`src/acsr_pkg.sv`:
```
package acsr_pkg;
  // ***************************************************
  // Register map
  // ***************************************************
  localparam int ADDR_W = 5;
  localparam int DATA_W = 8;
  localparam logic [4:0] ADDR_TRIM_HIGH = 5'h03;
  localparam logic [4:0] ADDR_TRIM_LOW = 5'h04;
  localparam logic [4:0] ADDR_CONV_CTRL = 5'h05;
  localparam logic [4:0] ADDR_DRV_CTRL = 5'h06;
  localparam logic [4:0] ADDR_DIE_TEMP = 5'h08;
  localparam logic [4:0] ADDR_INTEG_STAT = 5'h09;
  // Stored configuration words and redundant copies
  localparam int CFG_WORDS = 4;
  localparam int CFG_COPIES = 3;
  localparam int IDX_TRIM_HIGH = 0;
  localparam int IDX_TRIM_LOW = 1;
  localparam int IDX_CONV = 2;
  localparam int IDX_DRV = 3;
  // ***************************************************
  // Field positions
  // ***************************************************
  localparam int TRIM_W = 9;
  localparam int CC_RSVD0 = 0;
  localparam int CC_STAGGER = 1;
  localparam int CC_EXT_REF = 2;
  localparam int CC_TWOS = 3;
  localparam int CC_SYNC = 4;
  localparam int CC_RSVD1 = 5;
  localparam int CC_SLEEP = 6;
  localparam int CC_TEMP_EN = 7;
  localparam int DC_FORCE_LO = 0;
  localparam int DC_CUR_LO = 2;
  localparam int DC_TERM_LO = 4;
  localparam int DC_MODE_LO = 6;
  // ***************************************************
  // Reset values and codes
  // ***************************************************
  localparam logic [7:0] CONV_CTRL_RST = 8'h20;
  localparam logic [7:0] DRV_CTRL_RST = 8'h04;
  localparam logic [7:0] TRIM_HIGH_MASK = 8'h01;
  localparam logic [7:0] CONV_CTRL_MASK = 8'hFE;
  localparam logic [1:0] FORCE_LOW_CODE = 2'h2;
  localparam logic [1:0] FORCE_HIGH_CODE = 2'h3;
  localparam logic [1:0] TERM_200_CODE = 2'h2;
  localparam logic [1:0] TERM_100_CODE = 2'h3;
  localparam logic [7:0] TEMP_OFF_VALUE = 8'h00;
endpackage

```
`src/acsr_regs.sv`:
```
`timescale 1ns/100ps
`default_nettype none
// What this block does
// - Offset trim is nine bits: register 3 bit 0 above register 4.
// - Each trim code step moves converter offset by one quarter-code step.
// - Trim comes up with the per-device factory value, not a constant.
// - Control bit 5 resets to one; host writes it as one.
// - Control bit 1 staggers bus B against bus A when set.
// - Control bit 2 picks external reference when set, internal default.
// - Control bit 3 picks two's complement, else offset binary.
// - Control bit 6 puts converter to sleep; reset value is active.
// - Control bit 7 enables temperature sensor, even while asleep.
// - Driver bits 1:0: 10 forces outputs low, 11 forces high.
// - Driver bits 3:2 set drive current; reset code 01.
// - Driver bits 5:4: 10 gives 200 ohm, 11 gives 100 ohm.
// - Driver bits 7:6 set output data mode; 00 is normal.
// - Register 8 reads die temperature when enabled; writes ignored.
// - Register 9 is read-only, resets zero, upper seven bits zero.
// - Register 9 bit 0 flags disagreement among redundant stored copies.
// - Trim MSB lives in bit 0 of register 3.
module acsr_regs (
  input wire logic core_clk,
  input wire logic srst,
  input wire logic reg_wr,
  input wire logic [acsr_pkg::ADDR_W-1:0] reg_addr,
  input wire logic [acsr_pkg::DATA_W-1:0] reg_wdata,
  output logic [acsr_pkg::DATA_W-1:0] reg_rdata,
  input wire logic [acsr_pkg::TRIM_W-1:0] factory_trim,
  input wire logic [acsr_pkg::DATA_W-1:0] temp_code,
  output logic [acsr_pkg::TRIM_W-1:0] offset_trim,
  output logic trim_ready,
  output logic bus_stagger,
  output logic ext_ref_sel,
  output logic twos_comp,
  output logic sync_mode,
  output logic sleep_mode,
  output logic temp_sensor_en,
  output logic force_low,
  output logic force_high,
  output logic [1:0] drive_current,
  output logic term_200,
  output logic term_100,
  output logic [1:0] data_out_mode,
  output logic mem_error
);
  import acsr_pkg::*;

  // ***************************************************
  // Input synchronisers
  // ***************************************************
  logic [TRIM_W-1:0] trim_meta;
  logic [TRIM_W-1:0] trim_sync;
  logic [DATA_W-1:0] temp_meta;
  logic [DATA_W-1:0] temp_sync;

  always_ff @(posedge core_clk) begin
    trim_meta <= factory_trim;
    trim_sync <= trim_meta;
    temp_meta <= temp_code;
    temp_sync <= temp_meta;
  end

  // ***************************************************
  // Temperature capture
  // ***************************************************
  logic [DATA_W-1:0] temp_prev;
  logic [DATA_W-1:0] temp_hold;

  // Bits of the async byte may settle on different edges;
  // only a value seen on two edges in a row is taken
  always_ff @(posedge core_clk) begin
    temp_prev <= temp_sync;
    if (temp_sync == temp_prev) begin
      temp_hold <= temp_sync;
    end
  end

  // ***************************************************
  // Factory trim load after reset
  // ***************************************************
  logic [1:0] load_cnt;

  // Two cycles let the strap pass both synchroniser stages
  always_ff @(posedge core_clk) begin
    if (srst) begin
      load_cnt <= 2'h0;
      trim_ready <= 1'b0;
    end else if (!trim_ready) begin
      load_cnt <= load_cnt + 2'h1;
      trim_ready <= (load_cnt == 2'h2);
    end
  end

  logic trim_load;
  assign trim_load = !trim_ready && (load_cnt == 2'h2);

  // ***************************************************
  // Redundant configuration storage
  // ***************************************************
  logic [DATA_W-1:0] cfg [CFG_COPIES][CFG_WORDS];
  logic wr_trim_hi;
  logic wr_trim_lo;
  logic wr_conv;
  logic wr_drv;

  assign wr_trim_hi = reg_wr && (reg_addr == ADDR_TRIM_HIGH);
  assign wr_trim_lo = reg_wr && (reg_addr == ADDR_TRIM_LOW);
  assign wr_conv = reg_wr && (reg_addr == ADDR_CONV_CTRL);
  assign wr_drv = reg_wr && (reg_addr == ADDR_DRV_CTRL);

  // One process writes every copy, so storage has a single driver
  always_ff @(posedge core_clk) begin
    for (int c = 0; c < CFG_COPIES; c++) begin
      if (srst) begin
        cfg[c][IDX_TRIM_HIGH] <= 8'h00;
        cfg[c][IDX_TRIM_LOW] <= 8'h00;
        cfg[c][IDX_CONV] <= CONV_CTRL_RST;
        cfg[c][IDX_DRV] <= DRV_CTRL_RST;
      end else begin
        if (trim_load) begin
          cfg[c][IDX_TRIM_HIGH] <= {7'h00, trim_sync[8]};
          cfg[c][IDX_TRIM_LOW] <= trim_sync[7:0];
        end else begin
          if (wr_trim_hi) begin
            cfg[c][IDX_TRIM_HIGH] <= reg_wdata & TRIM_HIGH_MASK;
          end
          if (wr_trim_lo) begin
            cfg[c][IDX_TRIM_LOW] <= reg_wdata;
          end
        end
        if (wr_conv) begin
          // Reserved bit 0 is not stored; host keeps it zero
          cfg[c][IDX_CONV] <= reg_wdata & CONV_CTRL_MASK;
        end
        if (wr_drv) begin
          cfg[c][IDX_DRV] <= reg_wdata;
        end
      end
    end
  end

  // ***************************************************
  // Copy comparison
  // ***************************************************
  logic next_mem_error;

  always_comb begin
    next_mem_error = 1'b0;
    for (int w = 0; w < CFG_WORDS; w++) begin
      if (cfg[0][w] != cfg[1][w] || cfg[0][w] != cfg[2][w]) begin
        next_mem_error = 1'b1;
      end
    end
  end

  always_ff @(posedge core_clk) begin
    if (srst) begin
      mem_error <= 1'b0;
    end else begin
      mem_error <= next_mem_error;
    end
  end

  // ***************************************************
  // Control outputs
  // ***************************************************
  logic [DATA_W-1:0] conv;
  logic [DATA_W-1:0] drv;

  assign conv = cfg[0][IDX_CONV];
  assign drv = cfg[0][IDX_DRV];
  // Each code step is one quarter-code offset step in the analog trim
  assign offset_trim = {cfg[0][IDX_TRIM_HIGH][0],
                        cfg[0][IDX_TRIM_LOW]};
  assign bus_stagger = conv[CC_STAGGER];
  assign ext_ref_sel = conv[CC_EXT_REF];
  assign twos_comp = conv[CC_TWOS];
  assign sync_mode = conv[CC_SYNC];
  assign sleep_mode = conv[CC_SLEEP];
  assign temp_sensor_en = conv[CC_TEMP_EN];
  assign force_low = (drv[DC_FORCE_LO+:2] == FORCE_LOW_CODE);
  assign force_high = (drv[DC_FORCE_LO+:2] == FORCE_HIGH_CODE);
  assign drive_current = drv[DC_CUR_LO+:2];
  assign term_200 = (drv[DC_TERM_LO+:2] == TERM_200_CODE);
  assign term_100 = (drv[DC_TERM_LO+:2] == TERM_100_CODE);
  assign data_out_mode = drv[DC_MODE_LO+:2];

  // ***************************************************
  // Read path
  // ***************************************************
  logic [DATA_W-1:0] next_rdata;

  always_comb begin
    unique case (reg_addr)
      ADDR_TRIM_HIGH: next_rdata = cfg[0][IDX_TRIM_HIGH];
      ADDR_TRIM_LOW: next_rdata = cfg[0][IDX_TRIM_LOW];
      ADDR_CONV_CTRL: next_rdata = conv;
      ADDR_DRV_CTRL: next_rdata = drv;
      // Sensor value is meaningless unless the sensor is on
      ADDR_DIE_TEMP: next_rdata = temp_sensor_en ? temp_hold
                                                 : TEMP_OFF_VALUE;
      ADDR_INTEG_STAT: next_rdata = {7'h00, mem_error};
      default: next_rdata = 8'h00;
    endcase
  end

  always_ff @(posedge core_clk) begin
    if (srst) begin
      reg_rdata <= 8'h00;
    end else begin
      reg_rdata <= next_rdata;
    end
  end
endmodule
`default_nettype wire

```
`config.mk`:
```
export PLATFORM = sky130hd
export DESIGN_NAME = acsr_regs
export DESIGN_NICKNAME = d
export VERILOG_FILES = /design/src/acsr_pkg.sv /design/src/acsr_regs.sv
export SDC_FILE = /design/constraint.sdc
export NUM_CORES = 1
export LEC_CHECK = 0
export ABC_AREA = 1
export BUFFER_PORTS_ARGS = -buffer_cell sky130_fd_sc_hd__buf_2
export CAP_MARGIN = 20
export CORE_ASPECT_RATIO = 2
export CORE_MARGIN = 2
export CORE_UTILIZATION = 34
export CTS_CLUSTER_DIAMETER = 60
export DETAILED_ROUTE_END_ITERATION = 10
export GPL_TIMING_DRIVEN = 0
export PLACE_DENSITY_LB_ADDON = 0.12
export SYNTH_ARGS = -nofsm -noshare
export SYNTH_HDL_FRONTEND = slang
export SYNTH_SLANG_ARGS = --single-unit
```
`constraint.sdc`:
```
create_clock -name core_clk -period 3.3 [get_ports core_clk]
set_input_delay 0.825 -clock core_clk [delete_from_list [all_inputs] [get_ports core_clk]]
set_output_delay 0.825 -clock core_clk [all_outputs]
set_load 0.03 [all_outputs]
```
Word level (Yosys, flattened, before mapping)

Memories as Yosys holds them, arrays and structs flattened.
Index checks and enable logic that the tools add are counted.

Mux-type cells: 44
Eq/ne operators: 20
Add/sub/neg operators: 1
Bitwise logic cells: 18
Reduce and logical (&&, ||, !) cells: 10

Operators by type and width:

| operator                                             | number |
|---|---|
| 2-to-1 mux 8 bit                                     | 10 |
| inequality test 8 bit                                | 8 |
| case mux 8 bit (6 select lines)                      | 1 |
| 2-to-1 mux 1 bit                                     | 30 |
| 2-to-1 mux 7 bit                                     | 3 |
| OR 1 bit                                             | 18 |
| equality test 5 x 3 -> 1 bit (second input constant) | 3 |
| equality test 2 bit (second input constant)          | 5 |
| equality test 5 x 4 -> 1 bit (second input constant) | 2 |
| equality test 8 bit                                  | 1 |
| equality test 5 x 2 -> 1 bit (second input constant) | 1 |
| logical AND 1 bit                                    | 5 |
| logical OR 1 bit                                     | 4 |
| adder 2 x 1 -> 2 bit (second input constant)         | 1 |
| logical NOT 1 bit                                    | 1 |

Word-level logic and storage cells: 104
Memories: 1
Bits in registers: 62
Output and inout port bits: 33
Bits in writable memories: 72
Input port bits: 33

Memory list:

| memory | words | bits a word | read ports | clocked after memory_dff | write ports | line             | source |
|---|---|---|---|---|---|---|---|
| cfg    | 3     | 24          | 3          | 0                        | 3           | acsr_regs.sv:100 | `logic [DATA_W-1:0] cfg [CFG_COPIES][CFG_WORDS];` |

Logic depth before layout (Yosys ltp)

Gate-level depths: netlist of run 1.

Depth in word-level cells: 7
Depth in mapped cells: 8
Mapped depth without buffers: 7

Worst setup path after synthesis of run 1

No wires, ideal clock.

Path type: input-to-reg
From: in reg_addr[3] (netlist name)
To: mem cfg[2][0] (netlist name), enable pin
Required time: 2.916 ns
Slack: 0.923 ns
Buffers on the path: 1
Cell stages on the path: 6
Arrival time: 1.993 ns
Setup time: 0.384 ns
Cell sequence: buf_4 -> inv_2 -> nand2_2 -> nor2_8 -> nand2_1 -> o21ai_0

RTL lines:

| element         | line             | source |
|---|---|---|
| start, declared | acsr_regs.sv:25  | `input wire logic [acsr_pkg::ADDR_W-1:0] reg_addr,` |
| end, declared   | acsr_regs.sv:100 |  |

==> summary.txt, run 1 <==
status - completed
WL met1 - 2280 um
Slew Viols, Final - 0
largest net degree at the start of global routing - 16
CTS root buf - clkbuf_16
max incr delay on CP - 0.62 ns
placed cell areas - 3580 sq um
top layer used by detailed routing - met4
worst vdd ir - 0.000363 V
Post-Route WL - 6550 um
met3 routed WL - 246 um
die width - 71.8 um
Total GRT Usage - 0.140
fin crit share - 0.692
vias in the first global route - 2082
Tmin final - 2.28 ns
Initial DRC Count - 76
Post-Syn Nets - 322
layout cells sized above 1 - 0.301
DR WL met2 - 3750 um
IO Port Bufs - 64
Final WS setup - 1.02 ns
syn_area_per_cell - 10.8 sq um
Power Density - 647 nW/um^2
critical path startpoint category - input port
Worst Hold Class - reg2reg
kind of critical path - in2reg
WP data required - 3.35 ns
sequential cell area fraction in the yosys report - 0.664
Worst EP arrival - 2.33 ns
placer congestion estimate - 0.772
post-cts hold buffer count - 0
Resize count post-CTS - 0
Routed Antenna Nets - 0
RSZ-0062 raised after global routing - false
cell with the largest stage delay on the worst path - o21ai_0
Yosys warning count - 0
Syn Inst Count - 288
Pwr Total - 2.50 mW
Initial DRT Pass Iterations - 4
Post-Place Cells - 455
number of max-cap violations - 0
I/O Pins - 66
Crit path top cell by count - buf_4
Setup Viol. Count Final - 0
via/cell ratio - 4.46
synthesized flop and latch total - 87
Post-Layout Cell Count - 471
FP Rows - 49
slew margin rel. - 0.347
via count - 2100
TNS Setup - 0 ns
CTS tree - done
Worst-Margin Slew - 0.972 ns
CP Cell Sequence - buf_4 > inv_2 > nand2_2 > nor2_8 > nand2_1 > o21ai_0 > buf_4
CP Max Fanout - 9
H-tree levels - 3
worst hold margin - 0.325 ns
Placement Setup Slack - 0.619 ns
die height - 140 um
Lkg Pwr - 1.79 nW
Post-CTS Setup Inserts - 0
commonest non-fill, non-tap cells in the layout - buf_2 (64), dfxtp_1 (54), nand2_1 (40)
Unique masters post-synth - 28
first-pass GRT wire length - 10100 um
Sink Count - 87
die area - 10000 sq um
fmax - 0.438 GHz
Initial Util - 0.349
Core Area - 8950 sq um
GRT overflow - 0
initial antenna violation count - 0
Worst Skew - 0.00768 ns
Min-Delay Path Depth - 0
CP endpoint kind - flip-flop
Wirelength per Cell - 13.9 um
Fin. Hold Viols - 0
Post-Syn Area - 3120 sq um
Worst Reg-to-Reg Cells - 7
ant diodes - 0
DRC viols - 0
worst-skew pair later-pin latency - 0.34 ns
commonest non-fill, non-tap cell in the layout - buf_2
total CTS buffers - 9
Final Net Count - 398
post-DP HPWL - 5120 um
Max Buffers Root-to-Sink - 2
final core utilization - 0.431
clk slew on worst S/H paths - 0.06 ns
Layout area overhead - 23.6%
Design Area, Final - 3860 sq um
[sequential cells by signal, indices dropped and copies added (netlist names)]
register and cells:
load_cnt 2, reg_rdata 8, temp_prev 8, cfg 25, temp_meta 8, mem_error 1
trim_meta 9, trim_ready 1, temp_sync 8, temp_hold 8, trim_sync 9
[synth_stat cells (all sizes together)]
library cell | count | area (sq um)
ha | 1 | 12.5
edfxtp | 33 | 991
or2 | 2 | 12.5
nand4 | 10 | 77.6
nand2 | 43 | 169
o211ai | 1 | 7.51
buf | 14 | 105
xnor2 | 7 | 61.3
nor2 | 42 | 220
nor3b | 1 | 7.51
inv | 38 | 143
o22ai | 8 | 50.1
clkinv | 1 | 3.75
nand3 | 14 | 87.6
a21oi | 3 | 15.0
nor3 | 1 | 5.00
clkbuf | 2 | 7.51
o21ai | 13 | 65.1
dfxtp | 54 | 1080
[layout make-up]
class                      count  area [sq um]
clock inverter                 5          38.8
sequential                    87          2070
buffer                        16           113
multi-input combinational    146           791
fill                         871          5090
tap                          102           128
clock buffer                  11           243
inverter                      39           146
timing repair buffer          65           328
[power by group]
part           total, mW  switching, mW  internal (mW)
clock network      0.950          0.412          0.538
logic              0.304          0.196          0.107
registers           1.24         0.0422           1.20
[worst max-delay path, delay by kind of cell]
family	cells	cell delay, ns
buf+inv	3	0.50
compound gates	1	0.62
simple gates	3	0.38
[metal layers]
| layer | up-vias | global-route usage |
|---|---|---|
| met3 | 18 | 0.0355 |
| met1 | 957 | 0.128 |
| met2 | 52 | 0.259 |
| met5 | - | 0 |
| met4 | 0 | 0.0894 |
| li1 | 1073 | - |
[logic make-up (layout without fill, tap and decap cells)]
logic type	Yosys count	count (layout)	share of synthesized area
buffers and inverters	55	136	0.0830
xor gates and xnor gates	7	7	0.0196
DFF	87	87	0.664
AOI/OAI and AO/OA	25	25	0.0441
and+or+nand+nor	113	113	0.186
adders and majority gates	1	1	0.00401
[path summary, 6_finish.rpt]
kind                                     end  slack, ns          from
worst max-delay path               cfg[2][5]       1.02   reg_addr[3]
worst min-delay path            trim_sync[4]       0.33  trim_meta[4]
worst max register to register    cfg[0][16]       1.44   load_cnt[0]
worst min register to register  trim_sync[4]       0.33  trim_meta[4]
Note: power is estimated with default switching activity, not from simulation.
==> inputs of run 2 (changes only) <==
- ABC_AREA: 1 -> 0
- clock period: 3.3 -> 2 ns (I/O delays scaled with it)
==> run 2 against run 1 <==
  * Via count is 6.2% lower
  * Critical path type is now reg2reg
  * Highest routed layer unchanged
  * Critical path depth fell by 2
  * Sequential power is 68% higher
  * Largest cell class unchanged
  * Synthesized area increased by 0.16%
  * Routed wire length up 3.3%
  * Critical endpoint is now cfg[0][19]
==> summary.txt, run 2 <==
Power Density - 1120 nW/um^2
via count - 1970
top flop regs - cfg (25), trim_meta (9), trim_sync (9)
top_reg_cell synth - dfxtp_1
GR Layer Usage met3 - 0.0463
Yosys warning count - 0
Sink Count - 87
Pwr Total - 4.35 mW
commonest non-fill, non-tap cell in the layout - buf_2
DRC viols - 0
Wirelength per Cell - 16.5 um
Final Net Count - 336
crit path capture - cfg[0][19]
die height - 140 um
Fin. Hold Viols - 0
via/cell ratio - 4.82
Initial DRC Count - 77
RSZ-0062 raised after global routing - false
flop-to-flop setup slack - 0.24 ns
vias in the first global route - 2059
post-DP HPWL - 5020 um
fin crit share - 0.880
Core Area - 8950 sq um
clk slew on worst S/H paths - 0.07 ns
WP data required - 2.08 ns
commonest non-fill, non-tap cells in the layout - buf_2 (65), dfxtp_1 (54), edfxtp_1 (33)
Layout area overhead - 24.3%
filler instances - 848
CP endpoint kind - flip-flop
Worst Skew - 0.00568 ns
Post-Route WL - 6760 um
fmax - 0.568 GHz
Worst-Margin Slew - 0.608 ns
critical path startpoint - load_cnt[0]
Multi-input gate area - 892 sq um
Max Buffers Root-to-Sink - 2
largest area contributor in the netlist - dfxtp_1
number of max-cap violations - 0
leading post-synthesis cells by cell area - dfxtp_1 (35%), edfxtp_1 (32%), buf_4 (3.4%)
IO Port Bufs - 63
die area - 10000 sq um
Setup Viol. Count Final - 0
Total GRT Usage - 0.142
most common cell in the netlist - dfxtp_1
worst vdd ir - 0.000445 V
placer congestion estimate - 0.802
syn_area_per_cell - 13.8 sq um
placed cell areas - 3570 sq um
Slew Viols, Final - 0
die width - 71.8 um
Lkg Pwr - 1.58 nW
Worst Hold Class - in2reg
largest net degree at the start of global routing - 19
RR Startpoint - load_cnt[0]
Routed Antenna Nets - 0
GRT overflow - 0
slew margin rel. - 0.593
sequential cell area fraction in the yosys report - 0.663
Storage cell area - 2070 sq um
Tmin final - 1.76 ns
kind of critical path - reg2reg
ant diodes - 0
met2 GRT Util - 0.266
Post-synth EDFFs - 33
Design Area, Final - 3890 sq um
first-pass GRT wire length - 10300 um
H-tree levels - 3
Unique masters post-synth - 36
Post-Syn Area - 3130 sq um
FP Rows - 49
status - completed
number of flip-flops in the largest register - 25
GR peak layer - met2
CTS tree - done
Synth top cells by count - dfxtp_1 (54), edfxtp_1 (33), and2_1 (16), buf_4 (14)
worst-skew pair later-pin latency - 0.34 ns
Initial Util - 0.349
CTS root buf - clkbuf_16
synthesized flop and latch total - 87
Syn Inst Count - 226
layout cells sized above 1 - 0.384
Worst EP arrival - 1.84 ns
I/O Pins - 66
Initial DRT Pass Iterations - 4
CP Max Fanout - 8
largest register by flop count - cfg
Post-Syn Nets - 260
Yosys top cell area share - 0.346
asr flop ratio synth - 0
critical path startpoint category - flip-flop
initial antenna violation count - 0
met1 usage - 0.128
Worst Reg-to-Reg Cells - 5
total CTS buffers - 9
Critical R2R Capture - cfg[0][19]
post-cts hold buffer count - 0
run 2: layout make-up:
cell class | count | area share
clock inverters | 7 | 0.0184
repair buffers | 65 | 0.0850
clock buffers | 9 | 0.0580
flip-flops and latches | 87 | 0.533
plain buffers | 22 | 0.0412
inverters | 2 | 0.00193
multi-input cells | 115 | 0.230
well taps | 102 | 0.0328
run 2: worst min path at each step:
stage	cells past startpoint	to	slack, ns	from
2_1_floorplan	0	temp_sync[0]	0.31	temp_meta[0]
3_3_place_gp	0	temp_sync[4]	0.31	temp_meta[4]
3_5_place_dp	0	temp_sync[5]	0.31	temp_meta[5]
4_1_cts	1	temp_meta[5]	0.24	temp_code[5]
5_1_grt	1	temp_meta[3]	0.24	temp_code[3]
6_report	1	temp_meta[5]	0.25	temp_code[5]
run 2: logic make-up (layout without fill, tap and decap cells):
logic type / after synthesis / in the layout / share of synthesized area
xor+xnor: 11 / 11 / 0.0308
compound gates: 24 / 24 / 0.0680
fa+ha+maj: 1 / 1 / 0.00400
mux: 8 / 8 / 0.0288
buf+inv: 24 / 105 / 0.0536
simple gates: 71 / 71 / 0.152
flops: 87 / 87 / 0.663
run 2: power by group:
group	internal (mW)	switching (mW)	total [mW]	leakage, nW
clock	0.888	0.763	1.65	0.148
combinational	0.259	0.366	0.625	0.658
sequential	2.00	0.0813	2.08	0.773
run 2: routing by layer:
layer / share of wire / routed length, um
met2: 0.56 / 3780
met1: 0.36 / 2400
met5: 0 / 0
met3: 0.048 / 322
met4: 0.038 / 257
run 2: through the flow:
stage,util,cells,setup WS (ns),TNS [ns],hold WS (ns)
2_1_floorplan,-,226,0.105,0,0.310
3_3_place_gp,0.399,391,-0.350,-2.80,0.310
3_5_place_dp,0.399,391,-0.326,-2.60,0.312
4_1_cts,0.432,407,0.0278,0,0.241
5_1_grt,0.434,409,0.147,0,0.236
6_report,0.434,409,0.240,0,0.255
run 2: critical path: stages (launching register included):
cell     delay [ns]
dfxtp_1        0.32
inv_1          0.06
ha_1           0.16
nor2b_1        0.43
nor4b_4        0.11
or3_4          0.42
run 2: repair_timing:
item                                    CTS  global route
hold endpoints to repair                  0             0
pin swaps                                 0             1
gates resized for setup                   1             0
endpoints found under the setup margin    8             8
buffers inserted                          0             2
==> inputs of run 3 (changes only) <==
- ABC_AREA: 0 -> 1
==> run 3 against run 2 <==
  * Via count is 7.1% higher
  * Routed wire length is 1.2% lower
  * Power is 4.3% lower
  * Utilization is 0.25 points lower
  * Sequential share of layout area is 0.31 points higher
==> summary.txt, run 3 (synthesis gave the netlist of run 1 again) <==
status - completed
largest register by flop count - cfg
Routed Antenna Nets - 0
Critical R2R Capture - temp_hold[7]
H-tree levels - 3
number of flip-flops in the largest register - 25
Tmin final - 1.88 ns
Initial Util - 0.349
internal power - 3.09 mW
Placement Setup Slack - -0.237 ns
DRC viols - 0
Final Net Count - 397
Final WS setup - 0.117 ns
die width - 71.8 um
Worst Hold Class - in2reg
ant diodes - 0
Fin. Hold Viols - 0
die height - 140 um
first-pass GRT wire length - 10400 um
CTS root buf - clkbuf_16
die area - 10000 sq um
Lkg Pwr - 1.79 nW
Total GRT Usage - 0.141
Core Area - 8950 sq um
Flop pwr share - 0.492
Initial DRC Count - 102
GRT overflow - 0
via count - 2110
Layout area overhead - 23.8%
Worst Reg-to-Reg Cells - 3
worst vdd ir - 0.000619 V
fmax - 0.531 GHz
kind of critical path - in2reg
worst-skew pair later-pin latency - 0.33 ns
CP endpoint kind - flip-flop
Worst EP arrival - 1.84 ns
I/O Pins - 66
Setup Viol. Count Final - 0
vias in the first global route - 2158
commonest non-fill, non-tap cells in the layout - buf_2 (64), dfxtp_1 (54), nand2_1 (39)
commonest non-fill, non-tap cell in the layout - buf_2
top flop regs - cfg (25), trim_meta (9), trim_sync (9)
largest net degree at the start of global routing - 16
CTS tree - done
layout cells sized above 1 - 0.302
initial antenna violation count - 0
Pwr Total - 4.17 mW
NetSw - 1.08 mW
RSZ-0062 raised after global routing - false
placer congestion estimate - 0.756
cell with the largest stage delay on the worst path - o21ai_1
CP Max Fanout - 9
Wirelength per Cell - 14.2 um
clk slew on worst S/H paths - 0.07 ns
post-DP HPWL - 5150 um
CP Cell Sequence - buf_4 > inv_2 > nand2_2 > nor2_8 > nand2_1 > o21ai_1
FP Rows - 49
slew margin rel. - 0.339
Max Buffers Root-to-Sink - 2
Slew Viols, Final - 0
crit path capture - cfg[2][1]
Worst Skew - 0.00756 ns
net switching fraction of the power - 0.259
Sink Count - 87
max incr delay on CP - 0.70 ns
flop-to-flop setup slack - 0.24 ns
Initial DRT Pass Iterations - 7
final core utilization - 0.432
via/cell ratio - 4.49
number of max-cap violations - 0
critical path startpoint - reg_addr[3]
fin crit share - 0.941
total CTS buffers - 9
WP data required - 1.96 ns
Worst-Margin Slew - 0.984 ns
Post-Place Cells - 454
RR Startpoint - temp_sync[5]
critical path startpoint category - input port
Clock power frac - 0.386
Power Density - 1080 nW/um^2
Post-CTS Setup Inserts - 0
IO Port Bufs - 64
Post-Layout Cell Count - 470
combinational share of power - 0.122
Post-Route WL - 6690 um
-- run 3: critical path: cells and delay by family --
kind	cells	cell delay [ns]
AOI/OAI and AO/OA	1	0.70
buffers and inverters	2	0.24
and+or+nand+nor	3	0.40
-- run 3: power by group through the flow --
| stage | combinational (mW) | sequential, mW | clock [mW] |
|---|---|---|---|
| 2_1_floorplan | 0.313 | 2.11 | 0 |
| 3_3_place_gp | 0.500 | 2.09 | 0 |
| 3_5_place_dp | 0.511 | 2.09 | 0 |
| 4_1_cts | 0.514 | 2.05 | 1.64 |
| 5_1_grt | 0.548 | 2.06 | 1.73 |
| 6_report | 0.508 | 2.05 | 1.61 |
-- run 3: cell type report --
cell class,instances,area (sq um)
fillers,871,5090
flip-flops and latches,87,2070
plain buffers,16,113
inverters,39,146
clock inverters,4,35.0
well taps,102,128
clock buffers,12,256
repair buffers,64,320
multi-input cells,146,793
-- run 3: metal layers --
| layer | vias up | wire [um] | track usage |
|---|---|---|---|
| met3 | 12 | 251 | 0.0369 |
| met1 | 970 | 2330 | 0.129 |
| met5 | - | 0 | 0 |
| met2 | 53 | 3900 | 0.269 |
| li1 | 1075 | - | - |
| met4 | 0 | 204 | 0.0785 |
-- run 3: per-stage QoR --
step	instance area, sq um	hold slack, ns	TNS [ns]
6_report	3860	0.260	0
5_1_grt	3860	0.245	0
4_1_cts	3860	0.252	0
3_5_place_dp	3570	0.312	-3.55
3_3_place_gp	3570	0.310	-3.01
2_1_floorplan	3120	0.310	0
-- run 3: how the worst min path moves through the flow --
stage,start,endpoint,slack [ns],cells after the start
after floorplan,temp_meta[0],temp_sync[0],0.31,0
after CTS,factory_trim[8],trim_meta[8],0.25,1
final,factory_trim[8],trim_meta[8],0.26,1
after global placement,temp_meta[2],temp_sync[2],0.31,0
after global routing,temp_code[7],temp_meta[7],0.24,1
after detailed placement,temp_meta[3],temp_sync[3],0.31,0
-- run 3: repair_timing --
action	in CTS	in global routing
hold buffers	0	0
endpoints found under the setup margin	8	8
gates resized for setup	1	1
